<file path="src/sdcl_pkg.sv">
// Purpose: Shared constants for the synthesizer divider config loader
// Assumes: 100 MHz system clock, all pins synchronous to it
// Notes: Stream layout is test bits, output divider bits, loop bits
package sdcl_pkg;
   // Field widths and stream layout, most significant field first
   localparam int M_W = 9;
   localparam int N_W = 2;
   localparam int T_W = 3;
   localparam int SHIFT_LEN = 14;
   localparam int M_LSB = 0;
   localparam int N_LSB = 9;
   localparam int T_LSB = 11;

   // Reset values mirror pulled-up parallel pins
   localparam logic [8:0] M_RST = 9'h01ff;
   localparam logic [1:0] N_RST = 2'h3;
   localparam logic [2:0] T_RST = 3'h0;

   // Test output selections
   typedef enum logic [2:0] {
      SDCL_TST_SHIFT = 3'h0,
      SDCL_TST_HIGH = 3'h1,
      SDCL_TST_REF = 3'h2,
      SDCL_TST_LOOP = 3'h3,
      SDCL_TST_PAIR = 3'h4,
      SDCL_TST_LOW = 3'h5,
      SDCL_TST_BYPASS = 3'h6,
      SDCL_TST_PAIR_DIV4 = 3'h7
   } sdcl_test_e;

   // Output divider codes
   localparam logic [1:0] N_CODE_DIV2 = 2'h0;
   localparam logic [1:0] N_CODE_DIV4 = 2'h1;
   localparam logic [1:0] N_CODE_DIV8 = 2'h2;
   localparam logic [1:0] N_CODE_DIV1 = 2'h3;

   // Timing, in ns, and derived cycle counts
   localparam int SYS_PERIOD_NS = 10;
   localparam int SCLK_MIN_PERIOD_NS = 100;
   localparam int SETUP_NS = 20;
   localparam int PULSE_MIN_NS = 50;
   localparam int SCLK_HALF_CYC =
      (SCLK_MIN_PERIOD_NS / 2 + SYS_PERIOD_NS - 1) / SYS_PERIOD_NS;
   localparam int SETUP_CYC = (SETUP_NS + SYS_PERIOD_NS - 1) / SYS_PERIOD_NS;
   localparam int PULSE_CYC =
      (PULSE_MIN_NS + SYS_PERIOD_NS - 1) / SYS_PERIOD_NS;

   // Controller register map, byte addresses
   localparam logic [3:0] REG_CTRL = 4'h0;
   localparam logic [3:0] REG_PAR_VAL = 4'h4;
   localparam logic [3:0] REG_SER_VAL = 4'h8;
   localparam logic [3:0] REG_STATUS = 4'hc;
   localparam int CTRL_PAR_GO = 0;
   localparam int CTRL_SER_GO = 1;
   localparam int STAT_BUSY = 0;
   localparam int STAT_TEST = 1;
endpackage

</file>
<file path="src/sdcl_if.sv">
// Purpose: Configuration pins between controller and synthesizer
// Assumes: One system clock, pins sampled synchronously
// Notes: No clocking block; both ends are plain design modules
`timescale 1ns/1ps
`default_nettype none
interface sdcl_if;
   logic [8:0] loop_div;
   logic [1:0] out_div;
   logic par_load;
   logic shift_clock_alias;
   logic ser_data;
   logic ser_load;
   logic test_pin;
   logic [1:0] synth_output_pair;

   modport host (
      output loop_div, out_div, par_load, shift_clock_alias, ser_data,
      output ser_load,
      input test_pin, synth_output_pair
   );
   modport dev (
      input loop_div, out_div, par_load, shift_clock_alias, ser_data,
      input ser_load,
      output test_pin, synth_output_pair
   );
endinterface
`default_nettype wire

</file>
<file path="src/sdcl_device.sv">
// Purpose: Divider configuration front end of the synthesizer
// Assumes: Pins synchronous to sys_clk_in; VCO modelled by a tick input
// Notes: Divider moduli change only at a counter wrap
// Summary of operation
// - Parallel strobe rise captures loop and output dividers
// - Parallel latches transparent while strobe low
// - Serial bits shift into 14-bit register
// - Stream order: test, output, loop bits
// - Each field sent most significant bit first
// - Controller keeps parallel strobe high when serial
// - Serial strobe pulsed after all bits shifted
// - Serial strobe falling edge latches dividers
// - Test bits settable only through serial stream
// - Parallel strobe low forces test bits zero
// - Test pin follows eight-way test select
// - Select 110 bypasses PLL with shift clock
// - Bypass routes loop counter to test pin
// - Loop counter output duty not fifty percent
// - Output divider goes down to ratio one
// - Reset test latch shows first shifted bit
// - Shift clock at most 10MHz for loading
// - Parallel setup at power-up, serial later
// - Frequency steps of 1MHz or less
// - Serial data sampled on shift clock rise
// - Serial latches transparent while serial strobe high
// - Loop divider bit 8 is most significant
// - Output codes give moduli one, two, four, eight
`timescale 1ns/1ps
`default_nettype none
module sdcl_device (
   input wire logic sys_clk_in,
   input wire logic srst_in,
   sdcl_if.dev link,
   input wire logic reference_input_clock_in,
   input wire logic vco_tick_in,
   output logic [8:0] cfg_loop_out,
   output logic [1:0] cfg_out_div_out,
   output logic [2:0] cfg_test_out,
   output logic bypass_out,
   output logic loop_counter_output_out
);
   // Output divider modulus for a two-bit code
   function automatic logic [3:0] out_modulus(input logic [1:0] code);
      logic [3:0] m;
      m = 4'h1;
      case (code)
         sdcl_pkg::N_CODE_DIV2: m = 4'h2;
         sdcl_pkg::N_CODE_DIV4: m = 4'h4;
         sdcl_pkg::N_CODE_DIV8: m = 4'h8;
         default: m = 4'h1;
      endcase
      return m;
   endfunction

   // True when a counter sits on its last count; modulus 0 acts as 1
   function automatic logic last_count(input logic [8:0] cnt,
                                       input logic [8:0] modv);
      return ({1'b0, cnt} + 10'h001) >= {1'b0, modv};
   endfunction

   logic sclk_prev_q;
   logic [13:0] shift_q;
   logic [8:0] cfg_m_q;
   logic [1:0] cfg_n_q;
   logic [2:0] cfg_t_q;
   logic [8:0] loop_cnt_q;
   logic [8:0] loop_mod_q;
   logic loop_pulse_q;
   logic [3:0] out_cnt_q;
   logic [3:0] out_mod_q;
   logic [1:0] pair_q;
   logic [1:0] quarter_q;
   logic pair4_q;
   logic ref_q;
   logic test_q;
   logic sclk_rise;
   logic sclk_edge;
   logic bypass;
   logic div_tick;

   // Shift clock edges seen at the system clock
   assign sclk_rise = link.shift_clock_alias & ~sclk_prev_q;
   assign sclk_edge = link.shift_clock_alias ^ sclk_prev_q;
   assign bypass = cfg_t_q == sdcl_pkg::SDCL_TST_BYPASS;
   // Both shift clock edges drive dividers in bypass so ratio 1 passes it
   assign div_tick = bypass ? sclk_edge : vco_tick_in;

   // Previous shift clock level for edge detection
   always_ff @(posedge sys_clk_in)
   begin
      if (srst_in)
      begin
         sclk_prev_q <= 1'b0;
      end
      else
      begin
         sclk_prev_q <= link.shift_clock_alias;
      end
   end

   // Serial shift register, disabled while the parallel strobe is low
   always_ff @(posedge sys_clk_in)
   begin
      if (srst_in)
      begin
         shift_q <= 14'h0000;
      end
      else if (link.par_load && sclk_rise)
      begin
         // Newest bit enters at the bottom, first bit ends at the top
         shift_q <= {shift_q[12:0], link.ser_data};
      end
   end

   // Configuration latches: parallel transparent low, serial high
   always_ff @(posedge sys_clk_in)
   begin
      if (srst_in)
      begin
         cfg_m_q <= sdcl_pkg::M_RST;
         cfg_n_q <= sdcl_pkg::N_RST;
         cfg_t_q <= sdcl_pkg::T_RST;
      end
      else if (!link.par_load)
      begin
         // Last value before the strobe rise is what stays held
         cfg_m_q <= link.loop_div;
         cfg_n_q <= link.out_div;
         cfg_t_q <= sdcl_pkg::T_RST;
      end
      else if (link.ser_load)
      begin
         // Transparent while high; value at the falling edge stays
         cfg_m_q <= shift_q[sdcl_pkg::M_LSB +: sdcl_pkg::M_W];
         cfg_n_q <= shift_q[sdcl_pkg::N_LSB +: sdcl_pkg::N_W];
         cfg_t_q <= shift_q[sdcl_pkg::T_LSB +: sdcl_pkg::T_W];
      end
   end

   // Loop counter; new modulus taken only at wrap to avoid runts
   always_ff @(posedge sys_clk_in)
   begin
      if (srst_in)
      begin
         loop_cnt_q <= 9'h000;
         loop_mod_q <= sdcl_pkg::M_RST;
         loop_pulse_q <= 1'b0;
      end
      else if (div_tick)
      begin
         if (last_count(loop_cnt_q, loop_mod_q))
         begin
            loop_cnt_q <= 9'h000;
            loop_mod_q <= cfg_m_q;
            loop_pulse_q <= 1'b1;
         end
         else
         begin
            loop_cnt_q <= loop_cnt_q + 9'h001;
            loop_pulse_q <= 1'b0;
         end
      end
   end

   // Output divider; pair toggles once per modulus ticks
   always_ff @(posedge sys_clk_in)
   begin
      if (srst_in)
      begin
         out_cnt_q <= 4'h0;
         out_mod_q <= out_modulus(sdcl_pkg::N_RST);
         pair_q <= 2'h2;
      end
      else if (div_tick)
      begin
         if (last_count({5'h00, out_cnt_q}, {5'h00, out_mod_q}))
         begin
            out_cnt_q <= 4'h0;
            out_mod_q <= out_modulus(cfg_n_q);
            pair_q <= ~pair_q;
         end
         else
         begin
            out_cnt_q <= out_cnt_q + 4'h1;
         end
      end
   end

   // Quarter-rate copy of the output, for the test pin
   always_ff @(posedge sys_clk_in)
   begin
      if (srst_in)
      begin
         quarter_q <= 2'h0;
         pair4_q <= 1'b0;
      end
      else if (div_tick && last_count({5'h00, out_cnt_q}, {5'h00, out_mod_q}))
      begin
         quarter_q <= quarter_q + 2'h1;
         if (quarter_q == 2'h3)
         begin
            pair4_q <= ~pair4_q;
         end
      end
   end

   // Reference sampled once so the test pin comes from a flip-flop
   always_ff @(posedge sys_clk_in)
   begin
      if (srst_in)
      begin
         ref_q <= 1'b0;
      end
      else
      begin
         ref_q <= reference_input_clock_in;
      end
   end

   // Test pin selection; any activity here costs output jitter
   always_ff @(posedge sys_clk_in)
   begin
      if (srst_in)
      begin
         test_q <= 1'b0;
      end
      else
      begin
         case (sdcl_pkg::sdcl_test_e'(cfg_t_q))
            sdcl_pkg::SDCL_TST_SHIFT: test_q <= shift_q[13];
            sdcl_pkg::SDCL_TST_HIGH: test_q <= 1'b1;
            sdcl_pkg::SDCL_TST_REF: test_q <= ref_q;
            sdcl_pkg::SDCL_TST_LOOP: test_q <= loop_pulse_q;
            sdcl_pkg::SDCL_TST_PAIR: test_q <= pair_q[0];
            sdcl_pkg::SDCL_TST_LOW: test_q <= 1'b0;
            sdcl_pkg::SDCL_TST_BYPASS: test_q <= loop_pulse_q;
            default: test_q <= pair4_q;
         endcase
      end
   end

   // Pins and observation outputs, all from flip-flops
   assign link.test_pin = test_q;
   assign link.synth_output_pair = pair_q;
   assign cfg_loop_out = cfg_m_q;
   assign cfg_out_div_out = cfg_n_q;
   assign cfg_test_out = cfg_t_q;
   assign loop_counter_output_out = loop_pulse_q;

   // Registered bypass flag
   always_ff @(posedge sys_clk_in)
   begin
      if (srst_in)
      begin
         bypass_out <= 1'b0;
      end
      else
      begin
         bypass_out <= bypass;
      end
   end
endmodule
`default_nettype wire

</file>
<file path="src/flat_wrapper.sv">
// flat-port wrapper written by rule: the top's interface ports become plain ports
module sdcl_device_flat 
  (sys_clk_in, srst_in, reference_input_clock_in, vco_tick_in, cfg_loop_out, cfg_out_div_out, cfg_test_out, bypass_out, loop_counter_output_out, link_loop_div, link_out_div, link_par_load, link_shift_clock_alias, link_ser_data, link_ser_load, link_test_pin, link_synth_output_pair);
  sdcl_if link_i ();
  input wire logic sys_clk_in;
  input wire logic srst_in;
  input wire logic reference_input_clock_in;
  input wire logic vco_tick_in;
  output logic [8:0] cfg_loop_out;
  output logic [1:0] cfg_out_div_out;
  output logic [2:0] cfg_test_out;
  output logic bypass_out;
  output logic loop_counter_output_out;
  input wire logic [$bits(link_i.loop_div)-1:0] link_loop_div;
  input wire logic [$bits(link_i.out_div)-1:0] link_out_div;
  input wire logic [$bits(link_i.par_load)-1:0] link_par_load;
  input wire logic [$bits(link_i.shift_clock_alias)-1:0] link_shift_clock_alias;
  input wire logic [$bits(link_i.ser_data)-1:0] link_ser_data;
  input wire logic [$bits(link_i.ser_load)-1:0] link_ser_load;
  output wire logic [$bits(link_i.test_pin)-1:0] link_test_pin;
  output wire logic [$bits(link_i.synth_output_pair)-1:0] link_synth_output_pair;
  assign link_i.loop_div = link_loop_div;
  assign link_i.out_div = link_out_div;
  assign link_i.par_load = link_par_load;
  assign link_i.shift_clock_alias = link_shift_clock_alias;
  assign link_i.ser_data = link_ser_data;
  assign link_i.ser_load = link_ser_load;
  assign link_test_pin = link_i.test_pin;
  assign link_synth_output_pair = link_i.synth_output_pair;
  sdcl_device u_core (.sys_clk_in(sys_clk_in), .srst_in(srst_in), .link(link_i), .reference_input_clock_in(reference_input_clock_in), .vco_tick_in(vco_tick_in), .cfg_loop_out(cfg_loop_out), .cfg_out_div_out(cfg_out_div_out), .cfg_test_out(cfg_test_out), .bypass_out(bypass_out), .loop_counter_output_out(loop_counter_output_out));
endmodule
</file>
<file path="config.mk">
export PLATFORM = sky130hd
export DESIGN_NAME = sdcl_device_flat
export DESIGN_NICKNAME = d
export VERILOG_FILES = /design/src/sdcl_pkg.sv /design/src/sdcl_if.sv /design/src/sdcl_device.sv /design/src/flat_wrapper.sv
export SDC_FILE = /design/constraint.sdc
export NUM_CORES = 1
export LEC_CHECK = 0
export BUFFER_PORTS_ARGS = -buffer_cell sky130_fd_sc_hd__buf_2
export CAP_MARGIN = 20
export CORE_MARGIN = 5
export CORE_UTILIZATION = 57
export CTS_CLUSTER_DIAMETER = 30
export DETAILED_ROUTE_END_ITERATION = 12
export PLACE_DENSITY = 0.79
export REMOVE_ABC_BUFFERS = 1
export SLEW_MARGIN = 20
export SYNTH_ARGS = -nofsm -noshare
export SYNTH_HDL_FRONTEND = slang
export SYNTH_SLANG_ARGS = --single-unit
export TNS_END_PERCENT = 10
</file>
<file path="constraint.sdc">
create_clock -name sys_clk_in -period 2.7 [get_ports sys_clk_in]
set_input_delay 0.27 -clock sys_clk_in [delete_from_list [all_inputs] [get_ports sys_clk_in]]
set_output_delay 0.27 -clock sys_clk_in [all_outputs]
set_load 0.01 [all_outputs]
</file>
==> impl_metrics.yaml <==
setup_path:
  required_ns: 2.99
  reg2reg_from: "u_core.loop_cnt_q[0]"
  critPathMaxFanout: 10
  r2r_end: "u_core.loop_cnt_q[6]"
  r2r_setup_slack_ns: 0.22
  cp_data_arrival_time_ns: 2.77
  endpoint_kind: "flip-flop"
  startpoint_type: "flip-flop"
  reg2reg_depth: 10
  worst-setup-path-type: "reg2reg"
sta:
  finalSetupViolations: 0
  maxSlewHeadroom_pct: 54.4
  hold_viol_final: 0
  clock_skew_ns: 0.0114
  period_needed_ns: 2.48
  final_max_slew_viol_count: 0
  period_share_pct: 91.7
  rsz0062_at_grt: "no"
  max_freq_mhz: 404
  tightestPinTransition_ns: 0.683
  finalWorstSetupSlack_ns: 0.223
flow_run:
  drv_cap: 0
finish:
  final_util_pct: 70.6
  finalNetCount: 450
  drive_above_1_share_pct: 18.1
  area_growth_pct: 18.4
  fin_cells: 489
  seq_area_um2: 1280
  fillers: 412
  multi_input_area_um2: 1660
  final_area_um2: 3650
  antenna_cells: 0
global_routing:
  grt_max_degree: 36
  antenna_found_initial: 0
  grt_use_total_pct: 21.1
  grt-ovfl-total: 0
  grt_pass1_vias: 2558
  grt_pass1_wl_mm: 12.0
clock_tree:
  clockBufferDepth: 2
  postCtsSetupRepairBufs: 0
  cts_buffers: 9
  cts-hold-fix-buffers: 0
  clk_pin_slew_ns: 0.08
  ctsHtreeMaxLevel: 3
  insertion_delay_ns: 0.35
  cts_tree: "built"
  cts_sinks: 64
  root_buffer: "clkbuf_8"
floorplanning:
  start_util_pct: 59.6
  pin_count: 38
  dieArea_um2: 6980
  die_w_um: 83.5
  std_cell_rows: 26
  core_um2: 5170
  die_h_um: 83.5
synthesis:
  ys_types: 41
  ys_seq_area_share_pct: 41.6
  synth_cells: 372
  async_flop_share_pct: 0
  yosys_warnings: 0
  postSynthAreaPerCell_um2: 8.29
  syn-cell-area_um2: 3080
  synth-seq-cells: 64
  synth_edf_count: 0
  ys.flop_type: "dfxtp_1"
place:
  routabilityCongestion: 0.889
  dpl_worst_slack_ns: -0.185
  hpwlAfterDp_mm: 4.70
  port_buffers: 37
  place_inst: 473
  place_area_um2: 3380
detailed_routing:
  drt_wl_total_mm: 6.89
  drt-wirelength-per-cell_um: 14.1
  first_pass_iters: 4
  avgViaCountPerCell: 5.43
  drt_iter0_markers: 176
  drc: 0
  vias: 2655
  ant_nets: 0
power_and_ir_drop:
  powerDensity_nw_per_um2: 622
  vdd_drop_max_mv: 0.480
  p_switching_mw: 0.559
  clkPwrFrac_pct: 45.5
  switching_share_pct: 24.6
  p_seq_share_pct: 44.4
  power_leakage_nw: 1.58
  power.total_mw: 2.27
  combPwrFrac_pct: 10.1
  power.internal_mw: 1.71
hold_path:
  holdPathStages: 3
  min_to: "u_core.cfg_loop_out[8]"
  hold_class: "in2reg"
  min_from: "link_loop_div[8]"
run_status:
  status: "finished clean"
-- sequential cells by signal (all words and copies together), names as in the netlist, 2 cells and up --
signal and flops:
u_core.loop_mod_q 9, u_core.loop_cnt_q 9, u_core.out_mod_q 4, u_core.out_cnt_q 4
u_core.link.synth_output_pair 2, u_core.cfg_test_out 3, u_core.cfg_loop_out 9, u_core.shift_q 14
u_core.cfg_out_div_out 2, u_core.quarter_q 2
-- placed cells by master (no fill, tap or decap), types with 5 or more instances in the layout --
master     n
buf_2     37
nor2_1    29
nor2b_1    5
xnor2_1    6
buf_4     15
nand2_1   65
dfxtp_1   64
mux2i_1   25
a21oi_1   33
nand3_1   12
clkbuf_8  10
xor2_1     5
o21ai_0   24
ha_1      17
inv_1     18
-- cells in the mapped netlist, drive strengths merged, types with 3 or more instances --
| library cell | instances | area [um2] |
|---|---|---|
| ha | 17 | 213 |
| nor3 | 5 | 25.0 |
| nand4 | 4 | 25.0 |
| or3 | 4 | 25.0 |
| inv | 18 | 67.6 |
| xnor2 | 6 | 52.6 |
| o21ai | 24 | 120 |
| mux2i | 26 | 264 |
| nand4b | 4 | 35.0 |
| xor2 | 5 | 43.8 |
| nand3 | 13 | 70.1 |
| nand2 | 65 | 244 |
| nor2b | 5 | 31.3 |
| dfxtp | 64 | 1280 |
| a21oi | 34 | 170 |
| a31oi | 3 | 18.8 |
| nor2 | 29 | 109 |
| o211ai | 3 | 22.5 |
| clkbuf | 13 | 48.8 |
| buf | 8 | 37.5 |
-- kinds of logic (layout without fill, tap and decap cells) --
family / Yosys count / count (layout) / share of synthesized area [%]
flip-flops: 64 / 64 / 41.6
buffers and inverters: 39 / 86 / 4.99
AO/OA/AOI/OAI: 74 / 74 / 13.4
AND/OR/NAND/NOR: 139 / 139 / 20.6
XOR/XNOR: 11 / 11 / 3.12
multiplexers: 28 / 28 / 9.42
adder cells (fa/ha/maj): 17 / 17 / 6.90
-- power groups by stage --
stage	registers [mW]	clock network (mW)	logic (mW)
4_1_cts	1.01	1.04	0.229
2_1_floorplan	1.03	0	0.121
6_report	1.01	1.03	0.228
3_5_place_dp	1.03	0	0.224
3_3_place_gp	1.03	0	0.217
5_1_grt	1.01	1.09	0.258
-- how the worst max path moves through the flow --
stage                              start                    to  slack, ns
finish              u_core.loop_cnt_q[0]  u_core.loop_cnt_q[6]       0.22
detailed placement  u_core.loop_cnt_q[0]  u_core.loop_mod_q[8]      -0.19
CTS                 u_core.loop_cnt_q[0]  u_core.loop_mod_q[8]       0.12
global route        u_core.loop_cnt_q[0]  u_core.loop_cnt_q[6]       0.03
floorplan           u_core.loop_cnt_q[0]  u_core.loop_mod_q[0]      -0.07
global placement    u_core.loop_cnt_q[4]  u_core.loop_mod_q[2]      -0.02
-- per-stage QoR --
stage | setup TNS [ns] | hold slack, ns
floorplan | -0.624 | 0.339
global placement | -0.149 | 0.442
detailed placement | -1.36 | 0.453
CTS | 0 | 0.119
global route | 0 | 0.127
finish | 0 | 0.130
-- layout make-up --
type	instances	share of cell area, %
well taps	70	2.40
repair buffers	52	8.16
inverters	18	1.85
clock inverters	6	3.12
multi-input cells	269	45.6
clock buffers	10	3.77
flip-flops and latches	64	35.1
-- worst max-delay path: stages (launching register included) --
cell and delay (ns):
dfxtp_1 0.42, nand2_1 0.12, nor3_2 0.24, xor2_1 0.20, ha_1 0.27, a21o_1 0.19, a21oi_1 0.19, o41a_1 0.26
buf_4 0.20, and2_1 0.14, a41o_1 0.18
-- layer usage --
layer | share of wire (%) | global-route usage, % | vias up
met3 | 4.2 | 5.73 | 16
met2 | 47 | 33.5 | 65
met4 | 2.7 | 8.63 | 0
met1 | 46 | 27.2 | 1214
met5 | 0 | 0 | -
li1 | - | - | 1360
-- repair_timing --
action	in CTS	in global routing
gates resized for setup	1	2
pin swaps	0	0
endpoints found under the setup margin	9	9
(Power assumes the default switching activity.)
